**config.mk**
```make
export PLATFORM = sky130hd
export DESIGN_NAME = dpc_port_ctrl
export DESIGN_NICKNAME = d
export VERILOG_FILES = /design/src/core/dpc_sync2.v /design/src/core/dpc_port_ctrl.v
export VERILOG_INCLUDE_DIRS = /design/src /design/src/include
export SDC_FILE = /design/constraint.sdc
export NUM_CORES = 1
export LEC_CHECK = 0
export ABC_AREA = 1
export BUFFER_PORTS_ARGS = -buffer_cell sky130_fd_sc_hd__buf_2
export CAP_MARGIN = 5
export CORE_ASPECT_RATIO = 1.25
export CORE_MARGIN = 2
export CORE_UTILIZATION = 45
export DETAILED_ROUTE_END_ITERATION = 6
export PLACE_DENSITY = 0.76
export SLEW_MARGIN = 0
export SYNTH_ARGS = -nofsm -noshare
export SYNTH_HDL_FRONTEND = slang
export SYNTH_HIERARCHICAL = 1
export SYNTH_SLANG_ARGS = --single-unit
export TNS_END_PERCENT = 10
```
**constraint.sdc**
```tcl
create_clock -name clk_in -period 1.3 [get_ports clk_in]
set_clock_uncertainty 0.1 [all_clocks]
set_input_delay 0.13 -clock clk_in [delete_from_list [all_inputs] [get_ports clk_in]]
set_output_delay 0.13 -clock clk_in [all_outputs]
set_load 0.02 [all_outputs]
```
**src/include/dpc_consts.vh**
```
// Timing constants, grade codes and state encodings for the dual-port memory port controller.
`ifndef DPC_CONSTS_VH
`define DPC_CONSTS_VH
`define DPC_CLK_PERIOD_NS       8
`define DPC_ADDR_W              11
`define DPC_DATA_W              8
`define DPC_CNT_W               5
// Speed grade selection codes.
`define DPC_GRADE_20            2'h0
`define DPC_GRADE_25            2'h1
`define DPC_GRADE_35            2'h2
`define DPC_GRADE_55            2'h3
// Busy access delay from address, ns per grade.
`define DPC_BUSY_ACC_20         20
`define DPC_BUSY_ACC_25         20
`define DPC_BUSY_ACC_35         20
`define DPC_BUSY_ACC_55         30
// Minimum write pulse width, ns per grade.
`define DPC_WP_20               15
`define DPC_WP_25               15
`define DPC_WP_35               25
`define DPC_WP_55               30
// Write enable to output high-impedance, ns per grade.
`define DPC_WZ_20               10
`define DPC_WZ_25               10
`define DPC_WZ_35               15
`define DPC_WZ_55               30
// Data valid to end of write, ns per grade.
`define DPC_DW_20               10
`define DPC_DW_25               12
`define DPC_DW_35               15
`define DPC_DW_55               20
// Write hold after contention, ns per grade.
`define DPC_WH_20               12
`define DPC_WH_25               15
`define DPC_WH_35               20
`define DPC_WH_55               20
// Busy disable to valid data, ns per grade.
`define DPC_BDD_20              25
`define DPC_BDD_25              35
`define DPC_BDD_35              35
`define DPC_BDD_55              50
// Read access time from address, ns per grade.
`define DPC_AA_20               20
`define DPC_AA_25               25
`define DPC_AA_35               35
`define DPC_AA_55               55
// Arbitration priority set-up, ns.
`define DPC_APS_NS              5
// Slave busy set-up before write start, ns.
`define DPC_WB_NS               0
// States of the port sequencer.
`define DPC_ST_IDLE             3'h0
`define DPC_ST_SETUP            3'h1
`define DPC_ST_WPULSE           3'h2
`define DPC_ST_WHOLD            3'h3
`define DPC_ST_READ             3'h4
`define DPC_ST_REC              3'h5
`endif

```
**src/core/dpc_sync2.v**
```verilog
// Two-stage synchroniser for one asynchronous pin level.
`timescale 1ns/100ps
`include "dpc_consts.vh"
module dpc_sync2 (
  input  wire clk_in,
  input  wire rst_b_in,
  input  wire async_in,
  output wire sync_out
);
  reg meta_q;
  reg sync_q;
  // Resets high because the busy pin idles high; data bits do not care.
  always @(posedge clk_in or negedge rst_b_in) begin
    if (!rst_b_in) begin
      meta_q <= 1'h1;
      sync_q <= 1'h1;
    end else begin
      meta_q <= async_in;
      sync_q <= meta_q;
    end
  end
  assign sync_out = sync_q;
endmodule

```
**src/core/dpc_port_ctrl.v**
```verilog
// Port master that drives one port of the asynchronous dual-port memory.
`timescale 1ns/100ps
`include "dpc_consts.vh"
module dpc_port_ctrl #(
  parameter [1:0] GRADE    = `DPC_GRADE_20,
  parameter       OE_LOW   = 1
) (
  input  wire                   clk_in,
  input  wire                   rst_b_in,
  input  wire                   req_valid_in,
  input  wire                   req_write_in,
  input  wire [`DPC_ADDR_W-1:0] req_addr_in,
  input  wire [`DPC_DATA_W-1:0] req_wdata_in,
  output wire                   req_ready_out,
  output reg                    rsp_valid_out,
  output reg  [`DPC_DATA_W-1:0] rsp_rdata_out,
  output reg  [`DPC_ADDR_W-1:0] mem_addr_out,
  output reg                    mem_sel_b_out,
  output reg                    mem_wr_b_out,
  output reg                    mem_gate_b_out,
  output reg  [`DPC_DATA_W-1:0] mem_data_out,
  output reg                    mem_data_oe_b_out,
  input  wire [`DPC_DATA_W-1:0] mem_data_in,
  input  wire                   mem_busy_b_in
);
  ////////////////////////////////////////////////////////////////////////////
  // Converts nanoseconds to whole cycles, rounding up, never below one.
  function [`DPC_CNT_W-1:0] ns2cyc;
    input integer ns;
    integer c;
    begin
      c = (ns + `DPC_CLK_PERIOD_NS - 1) / `DPC_CLK_PERIOD_NS;
      if (c < 1)
        c = 1;
      ns2cyc = c[`DPC_CNT_W-1:0];
    end
  endfunction
  function integer pick;
    input [1:0] g;
    input integer a;
    input integer b;
    input integer c;
    input integer d;
    begin
      case (g)
        `DPC_GRADE_20: pick = a;
        `DPC_GRADE_25: pick = b;
        `DPC_GRADE_35: pick = c;
        default:       pick = d;
      endcase
    end
  endfunction
  // Grade-dependent figures in ns, all chosen from one parameter.
  localparam integer BUSY_ACC_NS = pick(GRADE, `DPC_BUSY_ACC_20, `DPC_BUSY_ACC_25,
                                        `DPC_BUSY_ACC_35, `DPC_BUSY_ACC_55);
  localparam integer WP_NS  = pick(GRADE, `DPC_WP_20, `DPC_WP_25, `DPC_WP_35, `DPC_WP_55);
  localparam integer WZ_NS  = pick(GRADE, `DPC_WZ_20, `DPC_WZ_25, `DPC_WZ_35, `DPC_WZ_55);
  localparam integer DW_NS  = pick(GRADE, `DPC_DW_20, `DPC_DW_25, `DPC_DW_35, `DPC_DW_55);
  localparam integer WH_NS  = pick(GRADE, `DPC_WH_20, `DPC_WH_25, `DPC_WH_35, `DPC_WH_55);
  localparam integer BDD_NS = pick(GRADE, `DPC_BDD_20, `DPC_BDD_25, `DPC_BDD_35, `DPC_BDD_55);
  localparam integer AA_NS  = pick(GRADE, `DPC_AA_20, `DPC_AA_25, `DPC_AA_35, `DPC_AA_55);
  // Setup covers busy access and the priority lead; the two-cycle pin sync adds margin.
  localparam integer SETUP_NS = (BUSY_ACC_NS > `DPC_APS_NS) ? BUSY_ACC_NS : `DPC_APS_NS;
  localparam integer PULSE_NS = (OE_LOW != 0 && (WZ_NS + DW_NS) > WP_NS) ? (WZ_NS + DW_NS) : WP_NS;
  localparam [`DPC_CNT_W-1:0] SETUP_CYC = ns2cyc(SETUP_NS);
  localparam [`DPC_CNT_W-1:0] PULSE_CYC = ns2cyc(PULSE_NS);
  localparam [`DPC_CNT_W-1:0] HOLD_CYC  = ns2cyc(WH_NS);
  localparam [`DPC_CNT_W-1:0] READ_CYC  = ns2cyc((AA_NS > BDD_NS) ? AA_NS : BDD_NS);
  localparam [`DPC_CNT_W-1:0] REC_CYC   = ns2cyc(`DPC_CLK_PERIOD_NS);
  localparam [`DPC_CNT_W-1:0] CNT_ONE   = 5'h01;
  localparam [`DPC_CNT_W-1:0] CNT_ZERO  = 5'h00;

  ////////////////////////////////////////////////////////////////////////////
  wire busy_b_s;
  dpc_sync2 u_busy_sync (
    .clk_in   (clk_in),
    .rst_b_in (rst_b_in),
    .async_in (mem_busy_b_in),
    .sync_out (busy_b_s)
  );

  // Data bits are synchronised one by one.
  // This is safe only because the bus has settled well before the sample is used.
  // The two-cycle lag matches the busy path, so a reloaded read wait still lines up.
  wire [`DPC_DATA_W-1:0] rdata_s;
  genvar                 gi;
  generate
    for (gi = 0; gi < `DPC_DATA_W; gi = gi + 1) begin : g_data_sync
      dpc_sync2 u_data_sync (
        .clk_in   (clk_in),
        .rst_b_in (rst_b_in),
        .async_in (mem_data_in[gi]),
        .sync_out (rdata_s[gi])
      );
    end
  endgenerate

  reg [2:0]            st_q;
  reg [`DPC_CNT_W-1:0] cnt_q;
  reg                  wr_q;
  reg                  blocked_q;

  assign req_ready_out = (st_q == `DPC_ST_IDLE);

  ////////////////////////////////////////////////////////////////////////////
  always @(posedge clk_in or negedge rst_b_in) begin
    if (!rst_b_in) begin
      st_q              <= `DPC_ST_IDLE;
      cnt_q             <= 5'h00;
      wr_q              <= 1'h0;
      blocked_q         <= 1'h0;
      rsp_valid_out     <= 1'h0;
      rsp_rdata_out     <= 8'h00;
      mem_addr_out      <= 11'h000;
      mem_sel_b_out     <= 1'h1;
      mem_wr_b_out      <= 1'h1;
      mem_gate_b_out    <= 1'h1;
      mem_data_out      <= 8'h00;
      mem_data_oe_b_out <= 1'h1;
    end else begin
      rsp_valid_out <= 1'h0;
      case (st_q)
        `DPC_ST_IDLE: begin
          if (req_valid_in) begin
            // Address moves only while both strobes are high.
            mem_addr_out  <= req_addr_in;
            mem_data_out  <= req_wdata_in;
            wr_q          <= req_write_in;
            blocked_q     <= 1'h0;
            mem_sel_b_out <= 1'h0;
            mem_gate_b_out <= (req_write_in && OE_LOW == 0) ? 1'h1 : 1'h0;
            cnt_q         <= SETUP_CYC;
            st_q          <= `DPC_ST_SETUP;
          end
        end
        `DPC_ST_SETUP: begin
          if (cnt_q > CNT_ONE) begin
            cnt_q <= cnt_q - CNT_ONE;
          end else if (wr_q) begin
            // Strobe falls only after busy has had time to settle.
            mem_wr_b_out      <= 1'h0;
            mem_data_oe_b_out <= 1'h0;
            cnt_q             <= PULSE_CYC;
            st_q              <= `DPC_ST_WPULSE;
          end else begin
            cnt_q <= READ_CYC;
            st_q  <= `DPC_ST_READ;
          end
        end
        `DPC_ST_WPULSE: begin
          if (!busy_b_s) begin
            // Lost arbitration: keep the write asserted until busy clears.
            blocked_q <= 1'h1;
            cnt_q     <= PULSE_CYC;
          end else if (blocked_q) begin
            cnt_q <= HOLD_CYC;
            st_q  <= `DPC_ST_WHOLD;
          end else if (cnt_q > CNT_ONE) begin
            cnt_q <= cnt_q - CNT_ONE;
          end else begin
            mem_wr_b_out <= 1'h1;
            cnt_q        <= REC_CYC;
            st_q         <= `DPC_ST_REC;
          end
        end
        `DPC_ST_WHOLD: begin
          if (!busy_b_s) begin
            cnt_q <= HOLD_CYC;
          end else if (cnt_q > CNT_ONE) begin
            cnt_q <= cnt_q - CNT_ONE;
          end else begin
            mem_wr_b_out <= 1'h1;
            cnt_q        <= REC_CYC;
            st_q         <= `DPC_ST_REC;
          end
        end
        `DPC_ST_READ: begin
          // Busy low means the other port is mid-write; restart the wait after release.
          if (!busy_b_s) begin
            cnt_q <= READ_CYC;
          end else if (cnt_q > CNT_ONE) begin
            cnt_q <= cnt_q - CNT_ONE;
          end else begin
            rsp_rdata_out <= rdata_s;
            rsp_valid_out <= 1'h1;
            cnt_q         <= REC_CYC;
            st_q          <= `DPC_ST_REC;
          end
        end
        `DPC_ST_REC: begin
          // Select rises after the write strobe, so the write ends on the strobe.
          mem_sel_b_out     <= 1'h1;
          mem_gate_b_out    <= 1'h1;
          mem_data_oe_b_out <= 1'h1;
          if (cnt_q > CNT_ONE) begin
            cnt_q <= cnt_q - CNT_ONE;
          end else begin
            cnt_q <= CNT_ZERO;
            st_q  <= `DPC_ST_IDLE;
          end
        end
        default: begin
          st_q <= `DPC_ST_IDLE;
        end
      endcase
    end
  end
endmodule

```
==> run summary <==
static leakage: 0.00205 uW
vias after detailed routing: 2381
Slew Viols, Final: 0
commonest cells after routing, fill and taps aside: 126 x nand2_1, 61 x buf_2, 44 x buf_4
Wirelength per Cell: 13.0 um
kind of start point of the critical path: flip-flop
ratio of routed vias to standard cells: 4.69
#FFs+latches synth: 59
worst hold slack after final layout: 0.230 ns
time the final worst path needs with I/O delays and setup: 1.53 ns
length of the first detailed-routing pass in iterations: 4
source-to-sink clock delay at the later pin of the worst-skew pair: 0.33 ns
cell area after synthesis: 2530 um^2
Clock transition at path regs: 0.08 ns
outcome: finished, violations left
height of the die: 87.9 um
number of cell instances on the worst register-to-register path: 9
Max H-tree Level: 3
ant diodes: 0
Hold Vio Cnt, Final: 0
arrival time at the worst endpoint: 1.30 ns
Hold Path Class: in -> async
most common cell after layout, fill and taps aside: nand2_1
number of synthesized flops with an enable pin: 0
Die Span X: 71.1 um
synthesized netlist cell count: 293
parity-gate share of the synthesized area counting xor and xnor cells: 0.00346
Final nets: 473
Final setup violation count: 41
overall routed net length: 6.62 mm
most used flip-flop cell after synthesis: dfrtp_1
Num Clock Sinks: 59
share of synthesized area spent on multiplexers: 0
synthesized area per cell: 8.65 um^2
Detail Placement HPWL: 4.00 mm
GRT Util Overall: 0.220
post-synthesis adder-cell area fraction: 0.00987
area growth from synthesis to layout: 52.2%
Cell Pwr Density: 2480 nW/um^2
initial standard-cell utilization of the core: 0.466
Overall Power: 9570 uW
unrepaired setup endpoints after global routing: yes
Max Cap Violations: 0
full die area: 6250 um^2
Setup WS post-layout: -0.226 ns
ys async rst share: 1.00
yosys synthesis warning count: 6
nature of the critical path endpoint: output pin
top fanout value on the critical path: 4
share of cells above drive strength 1: 0.430
number of global-route vias before repair: 2420
Req. time, crit path: 1.07 ns
maximum number of pins on one net before global-route repair: 60
number of buffers inserted by port buffering: 64
transition time of the tightest slew-check pin: 0.303 ns
remaining routing DRC violations: 0
worst vdd ir: 1.52 mV
antenna-violating nets left: 0
Core Util, Final: 0.709
startpoint of the worst-slack reg-to-reg timing path: st_q[2]
clock tree from TritonCTS: yes
worst max-slew margin expressed relative to the limit: 0.798
synth unique cells: 23
nets in the synthesized netlist: 327
ratio of final minimum period to clock period: 1.17
wire length of the first global-routing pass: 10.7 mm
drt initial violations: 171
maximum clock insertion buffer count: 2
Clock Root Buffer: clkbuf_8
endpoint of the most critical register-to-register path: st_q[1]
number of buffers inserted during clock tree synthesis: 9
timing startpoint of the critical path: st_q[2]
post-synthesis simple-gate area fraction: 0.284
count of pins on the block boundary: 65
worst setup slack for register-to-register paths: -0.23 ns
Seq/Total Area, Yosys: 0.593
failing checks: negative setup slack
final weighted congestion in routability-driven placement: 0.896
Critical Path End: req_ready_out
initial antenna violation count: 0
core area: 5440 um^2
type of the worst setup path: reg -> out
largest family of logic cells by synthesized area: simple AND/OR/NAND/NOR gates
compound-gate portion of the synthesized area: 0.0375
Post-Place Cells: 450
Non-Filler Instances: 508
total number of placement rows: 30
maximum achievable frequency: 0.655 GHz
total congestion overflow: 0
final sum of negative setup slack: -4.70 ns
## cell families after synthesis
logic type	after synthesis
AND/OR/NAND/NOR	177
flip-flops	59
buffers and inverters	36
AO/OA/AOI/OAI	18
adder cells (fa/ha/maj)	2
XOR/XNOR	1
## critical path, stage by stage, from the launching register on
cell and delay [ns]:
dfrtp_2 0.45, buf_4 0.15, nor2_4 0.14, buf_6 0.11, buf_6 0.10
## layer usage
| layer | up-vias | GRT usage | share of wire |
|---|---|---|---|
| li1 | 1193 | - | - |
| met1 | 1100 | 0.251 | 0.40 |
| met2 | 82 | 0.404 | 0.54 |
| met3 | 6 | 0.0529 | 0.051 |
| met4 | 0 | 0.0772 | 0.0086 |
| met5 | - | 0 | 0 |
## sequential cells by signal, indices dropped and copies added, names as in the netlist, 3 cells and up
| signal | flops |
|---|---|
| st_q | 3 |
| mem_data_out | 8 |
| g_data_sync.u_data_sync/sync_out | 8 |
| rsp_rdata_out | 8 |
| g_data_sync.u_data_sync/meta_q | 8 |
| cnt_q | 5 |
| mem_addr_out | 11 |
## Yosys cell counts, types with 2 or more instances
cell type	n	area, um^2
a21oi_1	7	35.0
nand2_1	136	510
buf_4	2	15.0
inv_2	7	26.3
inv_1	22	82.6
nor3_1	2	10.0
ha_1	2	25.0
o21ai_0	8	40.0
dfrtp_1	38	951
nor2_4	2	22.5
buf_6	4	45.0
nor2_1	18	67.6
nand3_1	12	60.1
dfstp_2	21	552
nor2_2	4	25.0
## metrics by stage
| stage | setup WS, ns | area (um^2) |
|---|---|---|
| 6_report | -0.226 | 3860 |
| 5_1_grt | -0.286 | 3860 |
| 3_5_place_dp | -0.239 | 3160 |
| 2_1_floorplan | -0.144 | 2540 |
| 3_3_place_gp | -0.199 | 3160 |
| 4_1_cts | -0.222 | 3790 |
## power by group
part           leakage (uW)  total [uW]  internal (uW)  switching (uW)
Sequential         0.000698        2890           2510             381
Combinational       0.00128        5190           2200            2990
Clock             0.0000779        1490            696             798
## final cells by class
type,instances,area (um^2)
Timing Repair Buffer,141,1030
Multi-Input combinational cell,199,952
Inverter,29,114
Clock buffer,9,124
Clock inverter,7,52.6
Tap cell,64,80.1
Sequential cell,59,1510
Fill cell,389,1580
## how the worst min path moves through the flow
stage	startpoint	to	slack, ns	depth (start not counted)
final	rst_b_in	mem_addr_out[3]	0.23	3
after global routing	rst_b_in	mem_addr_out[3]	0.25	3
after CTS	rst_b_in	mem_addr_out[2]	0.23	3
after detailed placement	rst_b_in	mem_addr_out[2]	0.05	2
after global placement	rst_b_in	mem_addr_out[3]	0.05	2
after floorplan	rst_b_in	blocked_q	-0.27	0
## repair_timing
item / 4_1_cts / 5_1_grt
pin swaps: 9 / 4
buffers inserted: 8 / 3
gates cloned: 1 / 0
hold endpoints to repair: 88 / 0
hold buffers: 30 / 0
resized for setup: 29 / 14
endpoints found under the setup margin: 42 / 44
(Power assumes the default switching activity.)
